===== config.mk =====
export PLATFORM = sky130hd
export DESIGN_NAME = fct_clock_timing
export DESIGN_NICKNAME = d
export VERILOG_FILES = /design/src/core/fct_clock_timing.v /design/src/core/fct_tick_gen.v
export VERILOG_INCLUDE_DIRS = /design/src /design/src/shared
export SDC_FILE = /design/constraint.sdc
export NUM_CORES = 1
export LEC_CHECK = 0
export BUFFER_PORTS_ARGS = -buffer_cell sky130_fd_sc_hd__buf_2
export CORE_UTILIZATION = 54
export DETAILED_ROUTE_END_ITERATION = 16
export MAX_ROUTING_LAYER = met4
export PLACE_DENSITY = 0.76
export SLEW_MARGIN = 20
export SYNTH_ARGS = -nofsm -noshare
export SYNTH_HDL_FRONTEND = slang
export SYNTH_SLANG_ARGS = --single-unit

===== constraint.sdc =====
create_clock -name ref_clk -period 2.3 [get_ports ref_clk]
set_input_delay 0.115 -clock ref_clk [delete_from_list [all_inputs] [get_ports ref_clk]]
set_output_delay 0.115 -clock ref_clk [all_outputs]
set_load 0.03 [all_outputs]

===== src/shared/fct_regs.vh =====
// fct_regs.vh: register offsets, field positions, reset values and timing
// counts of the framer clock and timing pin block.
// assumes a 250 MHz ref_clk and an APB slave with 32-bit word registers.
`ifndef FCT_REGS_VH
`define FCT_REGS_VH

// register byte offsets
`define FCT_OFF_CTRL 12'h000
`define FCT_OFF_RECCLK 12'h004
`define FCT_OFF_MISC 12'h008
`define FCT_OFF_SYNTH 12'h00c
`define FCT_OFF_STATUS 12'h010

// control register fields
`define FCT_CTRL_MASTER 0
`define FCT_CTRL_SYNC8K 1
`define FCT_CTRL_OSCDIS 2
`define FCT_CTRL_T1 3
`define FCT_CTRL_SSC 4
`define FCT_CTRL_FPOL 5
`define FCT_CTRL_RST 32'h0000_0000

// recovered clock register fields
`define FCT_REC_SRC_LO 0
`define FCT_REC_OE 2
`define FCT_REC_RST 32'h0000_0000

// misc pin config fields
`define FCT_MISC_SECOUT 0
`define FCT_MISC_ROUTE_LO 1
`define FCT_MISC_RST 32'h0000_0000

// clock synthesis: divide ratio of the master reference for los fallback
`define FCT_SYNTH_RST 32'h0000_0008

// status fields
`define FCT_ST_SYNCDET 0
`define FCT_ST_SECEV 1
`define FCT_ST_LOS 2

// recovered clock source codes
`define FCT_SRC_LINE 2'h0
`define FCT_SRC_LINE_HI 2'h1
`define FCT_SRC_RSVD 2'h2
`define FCT_SRC_OSC 2'h3

// timing: 2.048 MHz tick derived from 250 MHz, 8 kHz frame, one second
`define FCT_CLK_MHZ 250
`define FCT_TICK_KHZ 2048
`define FCT_TICK_DIV_W 32
`define FCT_FRAME_TICKS 256
`define FCT_SEC_TICKS 2048000
`define FCT_SEC_PULSE_TICKS 2'd2
`define FCT_SYNC_TIMEOUT 16'd2000
`define FCT_SYNC8K_TIMEOUT 16'd40000

`endif


===== src/core/fct_clock_timing.v =====
// fct_clock_timing.v: clock derivation, oscillator sync, one-second timer,
// frame pulse and recovered clock selection of a framer channel set.
// assumes an APB master on ref_clk; line clocks and pins arrive async.
//
// Functional notes
// - every internal clock here is derived from the master reference.
// - a detected sync clock steers the receive oscillator to lock to it.
// - in master mode with 8 kHz sync selected, the oscillator follows 8 kHz.
// - an input pulse high for two 2.048 MHz cycles triggers the timer.
// - the second pin is an input after reset; misc config sets direction.
// - as output the second pin is high two 2.048 MHz cycles each second.
// - the frame pulse repeats at 8 kHz, one 2.048 MHz cycle, any polarity.
// - the recovered clock pin is undriven after reset until enabled.
// - source 00 gives the line clock, or a reference clock on signal loss.
// - source 01 gives the line clock, held high during signal loss.
// - source 11 gives the oscillator clock, 8.192 or 6.176 MHz.
// - a route field picks which channel's line clock feeds pin one.
//
// Decided for this implementation: register access over APB and the address map.
`timescale 1ns/1ps
`include "fct_regs.vh"
module fct_clock_timing (
  // clock and reset
  input wire ref_clk,
  input wire rstn,
  // apb slave
  input wire psel,
  input wire penable,
  input wire pwrite,
  input wire [11:0] paddr,
  input wire [31:0] pwdata,
  output reg [31:0] prdata,
  output reg pready,
  output reg pslverr,
  // external timing pins
  input wire sync_in,
  input wire one_second_pin_in,
  output reg one_second_pin_out,
  output reg one_second_pin_oe,
  output reg frame_pulse_8k,
  // line side
  input wire [3:0] line_clk,
  input wire signal_loss_flag,
  // recovered clock pin of channel one
  output reg recclk_out,
  output reg recclk_output_enable
);
  reg [31:0] ctrl;
  reg [31:0] recclk;
  reg [31:0] misc_pin_config;
  reg [31:0] clock_synth_config;
  reg [3:0] line_s1, line_s2;
  reg sync_s1, sync_s2, sync_s3;
  reg sec_s1, sec_s2;
  reg los_s1, los_s2;
  reg [15:0] sync_age;
  reg sync_detected;
  reg [31:0] osc_step;
  reg [11:0] sec_hi_ticks;
  reg sec_armed;
  reg sec_event;
  reg sec_seen;
  reg [21:0] sec_cnt;
  reg [1:0] sec_pulse;
  reg [7:0] frame_cnt;
  reg fallback_clk;
  reg [7:0] fallback_cnt;
  reg [31:0] next_prdata;
  reg next_rec;
  wire tick_2m;
  wire osc_square;
  wire osc_tick;
  wire [1:0] src = recclk[`FCT_REC_SRC_LO +: 2];
  wire [1:0] route = misc_pin_config[`FCT_MISC_ROUTE_LO +: 2];
  wire sec_is_out = misc_pin_config[`FCT_MISC_SECOUT];
  wire acc = psel && penable;
  wire wr = acc && pwrite;
  wire sel_line = line_s2[route];
  // a status read clears the sticky second event at its setup edge
  wire st_rd = psel && !penable && !pwrite && paddr == `FCT_OFF_STATUS;
  wire sync_8k = ctrl[`FCT_CTRL_SYNC8K] && ctrl[`FCT_CTRL_MASTER];
  wire [15:0] sync_limit = sync_8k ? `FCT_SYNC8K_TIMEOUT : `FCT_SYNC_TIMEOUT;

  function [31:0] step_for;
    input [31:0] khz;
    reg [63:0] scaled;
    begin
      // widen first: a kHz rate shifted by 32 does not fit a word
      scaled = {32'h0000_0000, khz} << 32;
      scaled = scaled / (`FCT_CLK_MHZ * 1000);
      step_for = scaled[31:0];
    end
  endfunction

  // accumulator steps of the fixed tick and of the oscillator rates
  localparam [31:0] STEP_TICK = step_for(`FCT_TICK_KHZ);
  localparam [31:0] STEP_E1 = step_for(32'd8192);
  localparam [31:0] STEP_T1 = step_for(32'd6176);

  // fixed 2.048 MHz timebase from ref_clk
  fct_tick_gen u_tick (
    .ref_clk(ref_clk),
    .rstn(rstn),
    .step(STEP_TICK),
    .tick(tick_2m),
    .square()
  );

  // receive oscillator, nominal rate steered by sync edges
  fct_tick_gen u_osc (
    .ref_clk(ref_clk),
    .rstn(rstn),
    .step(osc_step),
    .tick(osc_tick),
    .square(osc_square)
  );

  // apb register writes
  always @(posedge ref_clk or negedge rstn) begin
    if (!rstn) begin
      ctrl <= `FCT_CTRL_RST;
      recclk <= `FCT_REC_RST;
      misc_pin_config <= `FCT_MISC_RST;
      clock_synth_config <= `FCT_SYNTH_RST;
    end else if (wr) begin
      // writes to unmapped offsets are dropped
      case (paddr)
        `FCT_OFF_CTRL: ctrl <= {26'h0, pwdata[5:0]};
        `FCT_OFF_RECCLK: recclk <= {29'h0, pwdata[2:0]};
        `FCT_OFF_MISC: misc_pin_config <= {29'h0, pwdata[2:0]};
        `FCT_OFF_SYNTH: clock_synth_config <= {24'h0, pwdata[7:0]};
        default: ctrl <= ctrl;
      endcase
    end
  end

  always @* begin
    next_prdata = 32'h0000_0000;
    case (paddr)
      `FCT_OFF_CTRL: next_prdata = ctrl;
      `FCT_OFF_RECCLK: next_prdata = recclk;
      `FCT_OFF_MISC: next_prdata = misc_pin_config;
      `FCT_OFF_SYNTH: next_prdata = clock_synth_config;
      // status: sync seen, sticky second event, loss of signal
      `FCT_OFF_STATUS: next_prdata = {29'h0, los_s2, sec_seen,
        sync_detected};
      default: next_prdata = 32'h0000_0000;
    endcase
  end

  // no wait state: pready rises in the first access cycle
  always @(posedge ref_clk or negedge rstn) begin
    if (!rstn) begin
      pready <= 1'b0;
      pslverr <= 1'b0;
      prdata <= 32'h0000_0000;
    end else begin
      pready <= psel && !penable;
      pslverr <= psel && !penable && (paddr[1:0] != 2'h0 ||
        paddr > `FCT_OFF_STATUS);
      if (psel && !penable && !pwrite)
        prdata <= next_prdata;
    end
  end

  // input synchronisers
  always @(posedge ref_clk or negedge rstn) begin
    if (!rstn) begin
      line_s1 <= 4'h0;
      line_s2 <= 4'h0;
      // sync and second pins idle high, so no false edge follows reset
      sync_s1 <= 1'b1;
      sync_s2 <= 1'b1;
      sync_s3 <= 1'b1;
      sec_s1 <= 1'b1;
      sec_s2 <= 1'b1;
      los_s1 <= 1'b0;
      los_s2 <= 1'b0;
    end else begin
      line_s1 <= line_clk;
      line_s2 <= line_s1;
      sync_s1 <= sync_in;
      sync_s2 <= sync_s1;
      sync_s3 <= sync_s2;
      sec_s1 <= one_second_pin_in;
      sec_s2 <= sec_s1;
      los_s1 <= signal_loss_flag;
      los_s2 <= los_s1;
    end
  end

  // sync clock detection and oscillator steering
  always @(posedge ref_clk or negedge rstn) begin
    if (!rstn) begin
      sync_age <= 16'h0000;
      sync_detected <= 1'b0;
      osc_step <= STEP_E1;
    end else begin
      if (sync_s2 && !sync_s3) begin
        sync_age <= 16'h0000;
        sync_detected <= 1'b1;
      end else if (sync_age >= sync_limit) begin
        // 8 kHz edges come once a frame, so that mode lapses later
        sync_detected <= 1'b0;
      end else begin
        sync_age <= sync_age + 16'h0001;
      end
      // oscillator rate follows mode; a sync edge nudges phase lock
      if (ctrl[`FCT_CTRL_T1] && ctrl[`FCT_CTRL_SSC])
        osc_step <= STEP_T1;
      else
        osc_step <= STEP_E1;
      if (sync_detected && !ctrl[`FCT_CTRL_OSCDIS] && sync_s2 && !sync_s3 &&
          (!ctrl[`FCT_CTRL_SYNC8K] || ctrl[`FCT_CTRL_MASTER]))
        osc_step <= osc_step + {31'h0, !osc_square};
    end
  end

  // one-second timer, pin as input or output
  always @(posedge ref_clk or negedge rstn) begin
    if (!rstn) begin
      sec_hi_ticks <= 12'h000;
      // armed only once the pin was seen low, not by the idle pull-up
      sec_armed <= 1'b0;
      sec_event <= 1'b0;
      sec_cnt <= 22'h000000;
      sec_pulse <= 2'h0;
    end else begin
      sec_event <= 1'b0;
      if (!sec_s2) begin
        sec_hi_ticks <= 12'h000;
        sec_armed <= 1'b1;
      end else if (tick_2m && sec_hi_ticks != 12'hfff) begin
        sec_hi_ticks <= sec_hi_ticks + 12'h001;
      end
      if (tick_2m) begin
        if (sec_pulse != 2'h0)
          sec_pulse <= sec_pulse - 2'h1;
        if (sec_cnt == `FCT_SEC_TICKS - 1) begin
          sec_cnt <= 22'h000000;
          sec_event <= 1'b1;
          sec_pulse <= `FCT_SEC_PULSE_TICKS;
        end else begin
          sec_cnt <= sec_cnt + 22'h000001;
        end
      end
      if (!sec_is_out && sec_armed && sec_hi_ticks >= 12'h002) begin
        sec_armed <= 1'b0;
        sec_cnt <= 22'h000000;
        sec_event <= 1'b1;
      end
    end
  end

  // sticky second event for software; on a clash with a status read
  // the new event wins and is kept for the next read
  always @(posedge ref_clk or negedge rstn) begin
    if (!rstn)
      sec_seen <= 1'b0;
    else if (sec_event)
      sec_seen <= 1'b1;
    else if (st_rd)
      sec_seen <= 1'b0;
  end

  // pin drivers, frame pulse and recovered clock
  always @* begin
    case (src)
      `FCT_SRC_LINE_HI: next_rec = los_s2 ? 1'b1 : sel_line;
      `FCT_SRC_OSC: next_rec = osc_square;
      default: next_rec = los_s2 ? fallback_clk : sel_line;
    endcase
  end

  always @(posedge ref_clk or negedge rstn) begin
    if (!rstn) begin
      frame_cnt <= 8'h00;
      frame_pulse_8k <= 1'b0;
      one_second_pin_out <= 1'b0;
      one_second_pin_oe <= 1'b0;
      recclk_out <= 1'b1;
      recclk_output_enable <= 1'b0;
      fallback_clk <= 1'b0;
      fallback_cnt <= 8'h00;
    end else begin
      if (tick_2m)
        frame_cnt <= frame_cnt + 8'h01;
      if (tick_2m)
        frame_pulse_8k <= (frame_cnt == 8'hff) ^ ctrl[`FCT_CTRL_FPOL];
      else if (frame_cnt != 8'h00)
        frame_pulse_8k <= ctrl[`FCT_CTRL_FPOL];
      one_second_pin_oe <= sec_is_out;
      one_second_pin_out <= sec_is_out && sec_pulse != 2'h0;
      // fallback clock, half period set by the synthesis divider
      if (fallback_cnt >= clock_synth_config[7:0]) begin
        fallback_cnt <= 8'h00;
        fallback_clk <= !fallback_clk;
      end else begin
        fallback_cnt <= fallback_cnt + 8'h01;
      end
      // the pin stays undriven until software enables it
      recclk_output_enable <= recclk[`FCT_REC_OE];
      recclk_out <= next_rec;
    end
  end
endmodule // fct_clock_timing


===== src/core/fct_tick_gen.v =====
// fct_tick_gen.v: phase accumulator that turns ref_clk into one-cycle
// ticks at an average rate of step/2^32 of the clock.
// assumes step is held steady by software or a constant.
`timescale 1ns/1ps
module fct_tick_gen (
  // clock and reset
  input wire ref_clk,
  input wire rstn,
  // rate
  input wire [31:0] step,
  // tick and half-period square
  output reg tick,
  output reg square
);
  reg [31:0] acc;
  wire [32:0] sum = {1'b0, acc} + {1'b0, step};

  always @(posedge ref_clk or negedge rstn) begin
    if (!rstn) begin
      acc <= 32'h0000_0000;
      tick <= 1'b0;
      square <= 1'b0;
    end else begin
      acc <= sum[31:0];
      tick <= sum[32];
      square <= sum[31];
    end
  end
endmodule // fct_tick_gen


==> results of run 1 <==
registers in the layout, indices dropped and copies added, names as in the netlist, 2 cells and up:
| signal | cells |
|---|---|
| line_s2 | 4 |
| recclk | 3 |
| line_s1 | 4 |
| sec_cnt | 22 |
| sec_hi_ticks | 12 |
| sec_pulse | 2 |
| frame_cnt | 8 |
| u_tick.acc | 30 |
| prdata | 8 |
| fallback_cnt | 8 |
| sync_age | 16 |
| clock_synth_config | 8 |
| ctrl | 6 |
| u_osc.acc | 32 |
| osc_step | 32 |
| misc_pin_config | 3 |
placed cells by master (no fill, tap or decap), drive strengths merged, types with 9 or more instances in the layout:
master	count
conb	24
xnor2	57
xor2	65
nor3	18
inv	31
mux2	14
o21ai	53
nand4	28
a21oi	64
dfstp	21
a21o	16
nor2b	9
dfrtp	197
and3	33
ha	55
clkbuf	33
nor2	102
nor4	15
dlygate4sd3	19
buf	152
nand3	52
nand2	103
nand2b	14
and2	18
final timing paths:
check | end | slack [ns] | cells after the start
hold reg to reg | line_s2[3]$_DFF_PN0_ | 0.35 | 0
max in group asynchronous | osc_step[27]$_DFF_PN1_ | 1.37 | 3
setup reg to reg | u_osc.acc[16]$_DFF_PN0_ | -0.22 | 9
min in group asynchronous | u_osc.acc[31]$_DFF_PN0_ | 0.18 | 2
hold / removal | prdata[6]$_DFFE_PN0P_ | 0.03 | 4
setup / recovery | u_osc.acc[16]$_DFF_PN0_ | -0.22 | 9
layout make-up:
cell class | count | area, µm²
antenna | 1 | 2.50
clock buffer | 33 | 674
clock inverter | 11 | 146
fill | 1497 | 6620
inverter | 31 | 116
multi-input combinational | 843 | 5770
sequential | 218 | 5480
tap | 270 | 338
timing repair buffer | 171 | 1280
cell families (layout without fill, tap and decap cells):
logic type,Yosys count,in the layout,share of synthesized area
and+or+nand+nor,422,422,0.188
xor gates and xnor gates,122,122,0.0943
DFF,218,218,0.484
adders and majority gates,56,56,0.0625
AOI/OAI and AO/OA,199,199,0.112
other,1,25,0.000331
buffers and inverters,78,246,0.0354
muxes,20,20,0.0236
tightest hold or removal path: cells and delay by family:
kind	cells	cell delay [ns]
buffers and inverters	1	0.10
and+or+nand+nor	3	0.29
routing by layer:
metal	vias to the layer above	wire length [µm]	track usage
li1	4263	-	-
met1	4270	10900	0.300
met2	177	12500	0.407
met3	39	926	0.0382
met4	0	471	0.0630
met5	-	0	-
power by group through the flow:
stage	Sequential [mW]	Combinational (mW)	Clock, mW
2_1_floorplan	4.43	2.22	0
3_3_place_gp	4.42	3.32	0
3_5_place_dp	4.43	3.40	0
4_1_cts	4.38	3.58	4.02
5_1_grt	4.42	4.18	4.18
6_report	4.38	3.78	3.94
what timing repair did:
| action | 4_1_cts | 5_1_grt |
|---|---|---|
| endpoints found under the setup margin | 31 | 53 |
| setup buffers | 2 | 7 |
| pin swaps | 6 | 24 |
| gates resized for setup | 9 | 40 |
| endpoints found under the hold margin | 101 | 0 |
| hold buffers | 19 | 0 |
through the flow:
stage	cells	worst slack (ns)	hold slack, ns	TNS (ns)	instance area, µm²
detailed placement	1505	-0.263	0.132	-2.27	12500
finish	1578	-0.217	0.0323	-1.04	13800
CTS	1570	-0.219	0.0146	-1.34	13600
global placement	1505	-0.203	0.139	-1.30	12500
floorplan	1139	-0.103	-0.181	-0.225	11400
global route	1578	-0.370	0.0497	-2.95	13800
==> summary.txt, run 1 <==
Clock network
  • CTS Root Cell: clkbuf_16
  • CTS buffer count: 24
  • H-tree levels: 1
  • Worst skew pair latency: between 0.5 and 0.6 ns
  • Max clock buf depth: 3
  • TritonCTS clock tree: built
  • CTS sink cnt: 218
  • CTS clk-pin slew, worst paths: around 0.060 ns

Timing
  • Final hold viol count: 0
  • Rel. slew slack: 0.593
  • Pin slew with the least headroom to its limit: slightly above 0.6 ns
  • Clk_skew: approximately 0.012 ns
  • Setup ws final: -0.217 ns
  • Maximum clock frequency: around 400 MHz
  • Period utilization: 1.09
  • Minimum clock period: approximately 2.5 ns
  • Final slew viol count: 0
  • Final-report setup violation count: 8
  • Unrepaired setup endpoints after global routing: yes

Floorplanning
  • Row count: between 50 and 60
  • Die area: 21600 µm²
  • Horiz. Die Dim: approximately 150 µm
  • Initial core utilization: 0.555
  • Die height: about 150 µm
  • Core area: about 20000 µm²
  • IO Pins: 95

Power and ir drop
  • Cell-internal power: around 8.4 mW
  • Leakage power: roughly 6.3 nW
  • Switching share of total power: 0.306
  • Peak supply drop: 0.742 mV
  • PnR Total Power: ~12 mW
  • Reg power frac: 0.362
  • PD cells: slightly below 900 nW/µm²
  • Power share of the combinational group: 0.312
  • Psw: 3.70 mW
  • Clk pwr share: 0.326

Detailed routing
  • DRC errors left: 0
  • Detailed Route WL: approximately 25 mm
  • Vias: between 8000 and 9000
  • Initial DRC Count: about 360
  • Post-route ant nets: 0
  • First-pass detailed-route iteration total: 5
  • Drt via density: 5.54
  • DR WL/cell: roughly 16 µm

Placement
  • # port buffers: 46
  • HPWL Detailed: between 15 and 20 mm
  • Final GP Congestion: 0.906

Synthesis
  • Post-Syn Area: 11300 µm²
  • Area fraction of the dominant cell type after synthesis: 0.435
  • Yosys top cell by area: dfrtp_1
  • Netlist cell types: 80
  • Primary FF master, synth: dfrtp_1
  • Top post-synthesis cells by count: 197 x dfrtp_1, 103 x nand2_1, 101 x nor2_1
  • Gate Count Post-Synth: between 1000 and 1500
  • Post-synth EDFFs: 0
  • Most common cell in the netlist: dfrtp_1
  • Register area share after synthesis: 0.484
  • Proportion of synthesized flip-flops having asynchronous set or reset: 1.00
  • Synth Area per Inst: between 10 and 15 µm²
  • Area contributors post-synth: dfrtp_1 44%, ha_1 6.1%, xor2_1 5.0%, dfstp_2 4.9%, xnor2_1 4.4%
  • Number of synthesized register bits: 218
  • Count of warnings emitted by yosys: 0

Cells and area
  • Final nets: about 1400
  • Layout cells sized above 1: 0.220
  • Synth-to-Final Area Change: 21.9%
  • Final Util: 0.676

Worst setup path
  • Critical-path cell list: ha_2 -> fa_2 -> a21o_1 -> a21oi_2 -> a2111oi_2 -> or3b_4 -> or3_1 -> a31oi_1 -> xnor2_1
  • Slowest-stage cell, CP: or3b_4
  • CP Launch Point: osc_step[0]$_DFF_PN0_
  • WP data required: between 2 and 3 ns
  • Crit-path max FO: 3
  • Worst setup SP type: register
  • Crit path max-delay family: simple AND/OR/NAND/NOR gates
  • Worst setup EP type: register
  • CP max stage delay: 0.42 ns
  • Bufs and invs on worst path: 0
  • R2r startpoint: osc_step[0]$_DFF_PN0_
  • Crit Path Category: reg -> reg
  • Worst EP arrival: 2.95 ns

Global routing
  • Global route total overflow: 0
  • Largest net degree at the start of global routing: 76
  • Antenna violations before repair: 1
  • First-pass GRT wire length: about 41 mm
  • Vias in the first global route: between 8000 and 9000
  • Tot GR Track Use: 0.240

Min path
  • Worst hold-check path type: in -> reg
  • Hold wc startpoint: pwrite

Status
  • Failing checks: setup timing
  • Status: finished with violations

Job
  • Max Cap Violations: 0
No activity file was read; power rests on OpenSTA's default activity.
==> run 2, diff against run 1 <==
--- a/config.mk
+++ b/config.mk
@@ -11,7 +11,7 @@
 export DETAILED_ROUTE_END_ITERATION = 16
 export MAX_ROUTING_LAYER = met4
 export PLACE_DENSITY = 0.76
-export SLEW_MARGIN = 20
+export SETUP_SLACK_MARGIN = 0.1
 export SYNTH_ARGS = -nofsm -noshare
 export SYNTH_HDL_FRONTEND = slang
 export SYNTH_SLANG_ARGS = --single-unit
==> summary.txt, run 2 (synthesis results as in run 1) <==
Status
  • Status: finished with violations (unchanged)
  • Failing checks: setup timing (unchanged)

Timing
  • Minimum clock period: 2.57 ns (was 2.52 ns)
  • Clk_skew: 0.0107 ns (was 0.0119 ns)
  • Pin slew with the least headroom to its limit: 0.634 ns (was 0.610 ns)
  • Final hold viol count: 0 (unchanged)
  • Final-report setup violation count: 26 (was 8)
  • Final slew viol count: 0 (unchanged)
  • Period utilization: 1.12 (was 1.09)
  • Rel. slew slack: 0.577 (was 0.593)
  • Fin Setup TNS: -2.41 ns (was -1.04 ns)
  • Setup ws final: -0.273 ns (was -0.217 ns)
  • Maximum clock frequency: 389 MHz (was 397 MHz)
  • Unrepaired setup endpoints after global routing: yes (unchanged)

Worst setup path
  • WP data required: 2.75 ns (was 2.73 ns)
  • Worst setup SP type: register (unchanged)
  • Crit Path Category: reg -> reg (unchanged)
  • Worst EP arrival: 3.02 ns (was 2.95 ns)
  • Worst setup EP type: register (unchanged)
  • Crit-path max FO: 3 (unchanged)
  • Worst r2r path cells: 9 (unchanged)
  • Reg2Reg Capture Point: u_osc.acc[16]$_DFF_PN0_ (unchanged)
  • R2r startpoint: osc_step[0]$_DFF_PN0_ (unchanged)
  • Flop-to-flop setup slack: -0.27 ns (was -0.22 ns)

Power and ir drop
  • Peak supply drop: 0.623 mV (was 0.742 mV)
  • PD cells: 903 nW/µm² (was 876 nW/µm²)
  • Leakage power: 6.68 nW (was 6.32 nW)

Cells and area
  • FILL cells: 1343 (was 1497)
  • Antenna diodes: 0 (was 1)
  • Final nets: 1441 (was 1401)
  • Filler-free cell count of the finished design: 1617 (was 1578)
  • Commonest non-fill, non-tap cell in the layout: dfrtp_1 (unchanged)
  • Leading cell types in the layout, fill and taps excluded: 193 x dfrtp_1, 122 x buf_4, 99 x nand2_1 (was 197 x dfrtp_1, 100 x nand2_1, 100 x nor2_1)
  • Largest regs: osc_step: 32 flops, u_osc.acc: 32 flops, u_tick.acc: 30 flops (unchanged)
  • Layout cells sized above 1: 0.292 (was 0.220)
  • Synth-to-Final Area Change: 29.5% (was 21.9%)
  • Final Util: 0.719 (was 0.676)

Min path
  • Hold path endpoint: prdata[6]$_DFFE_PN0P_ (unchanged)
  • Worst hold stages: 6 (was 4)
  • Hold wc startpoint: paddr[10] (was pwrite)
  • Worst hold-check path type: in -> reg (unchanged)

Detailed routing
  • Drt via density: 5.68 (was 5.54)
  • DRC errors left: 0 (unchanged)
  • DR WL/cell: 16.9 µm (was 15.7 µm)
  • Post-route ant nets: 0 (unchanged)
  • Detailed Route WL: 27.3 mm (was 24.8 mm)
  • Vias: 9192 (was 8749)
  • First-pass detailed-route iteration total: 5 (unchanged)
  • Initial DRC Count: 667 (was 357)

Global routing
  • Global route total overflow: 0 (unchanged)
  • Tot GR Track Use: 0.253 (was 0.240)
  • Vias in the first global route: 8962 (was 8790)
  • First-pass GRT wire length: 43.7 mm (was 41.3 mm)
  • Largest net degree at the start of global routing: 83 (was 76)
  • Antenna violations before repair: 0 (was 1)

Floorplanning
  • Horiz. Die Dim: 147 µm (unchanged)
  • Row count: 52 (unchanged)
  • Core area: 20400 µm² (unchanged)
  • Initial core utilization: 0.555 (unchanged)
  • IO Pins: 95 (unchanged)
  • Die area: 21600 µm² (unchanged)
  • Die height: 147 µm (unchanged)

Placement
  • Pre-CTS setup slack: -0.328 ns (was -0.263 ns)
  • HPWL Detailed: 17.2 mm (was 16.9 mm)
  • Final GP Congestion: 0.868 (was 0.906)
  • # port buffers: 46 (unchanged)
  • Cell Count Post-Placement: 1510 (was 1505)

Clock network
  • CTS sink cnt: 218 (unchanged)
  • CTS buffer count: 25 (was 24)
  • H-tree levels: 1 (unchanged)
  • CTS Root Cell: clkbuf_16 (unchanged)
  • Worst skew pair latency: 0.54 ns (was 0.52 ns)
  • TritonCTS clock tree: built (unchanged)
  • CTS clk-pin slew, worst paths: 0.06 ns (about the same)
  • Max clock buf depth: 3 (unchanged)

Job
  • Max Cap Violations: 0 (unchanged)
run 2: cell types whose count changed in the layout (fill, tap and decap cells not counted), moves of 6 or more:
cell	change
a21oi_1	-9
a21oi_2	+6
buf_4	+23
buf_6	+15
ha_1	-9
ha_4	+9
nor4_1	-6
run 2: report_power, final:
part	total, mW	switching (mW)	internal [mW]
clock	4.26	1.66	2.60
combinational	4.56	2.34	2.22
sequential	4.44	0.212	4.22
total	13.3	4.21	9.04
run 2: per-stage QoR:
stage	cell area (µm²)	power, mW	hold slack (ns)
global route	14700	13.9	0.126
floorplan	11500	6.69	-0.181
global placement	12600	7.87	0.141
detailed placement	12600	7.98	0.142
finish	14700	13.3	0.0810
CTS	13900	12.5	0.0699
run 2: worst max-delay path by stage:
stage                           from                       to  slack, ns  cells after the start
5_1_grt        osc_step[0]$_DFF_PN0_  u_osc.acc[20]$_DFF_PN0_      -0.37                      9
3_5_place_dp   osc_step[0]$_DFF_PN0_  u_osc.acc[20]$_DFF_PN0_      -0.33                      9
2_1_floorplan  osc_step[0]$_DFF_PN0_  u_osc.acc[16]$_DFF_PN0_      -0.10                      9
6_report       osc_step[0]$_DFF_PN0_  u_osc.acc[16]$_DFF_PN0_      -0.27                      9
4_1_cts        osc_step[0]$_DFF_PN0_  u_osc.acc[16]$_DFF_PN0_      -0.30                      9
3_3_place_gp   osc_step[0]$_DFF_PN0_  u_osc.acc[20]$_DFF_PN0_      -0.21                      9
run 2: layout make-up:
type                       instances  area, µm²  share of cell area
multi-input combinational        844       6240               0.425
tap                              270        338              0.0230
timing repair buffer             209       1610               0.110
clock inverter                    17        239              0.0163
clock buffer                      28        647              0.0441
sequential                       218       5490               0.374
inverter                          31        116             0.00793
run 2: repair_timing:
action / in CTS / in global routing
hold buffers: 20 / 0
pin swaps: 18 / 56
endpoints found under the hold margin: 111 / 0
gates cloned: 0 / 1
gates resized for setup: 38 / 107
setup buffers: 13 / 31
setup endpoints to repair: 41 / 76
run 2: routing by layer:
| metal | vias up | part of all wire | global-route usage |
|---|---|---|---|
| li1 | 4338 | - | - |
| met3 | 71 | 0.042 | 0.0307 |
| met4 | 0 | 0.027 | 0.0693 |
| met1 | 4549 | 0.42 | 0.328 |
| met5 | - | 0 | - |
| met2 | 234 | 0.51 | 0.422 |
run 2: critical path: stages, from the launching register on:
cell and delay (ns):
dfrtp_1 0.39, ha_2 0.21, fa_2 0.34, a21o_1 0.20
a21oi_4 0.18, a2111oi_4 0.11, or3b_4 0.42, or3_1 0.34
a31oi_2 0.16, xnor2_1 0.14
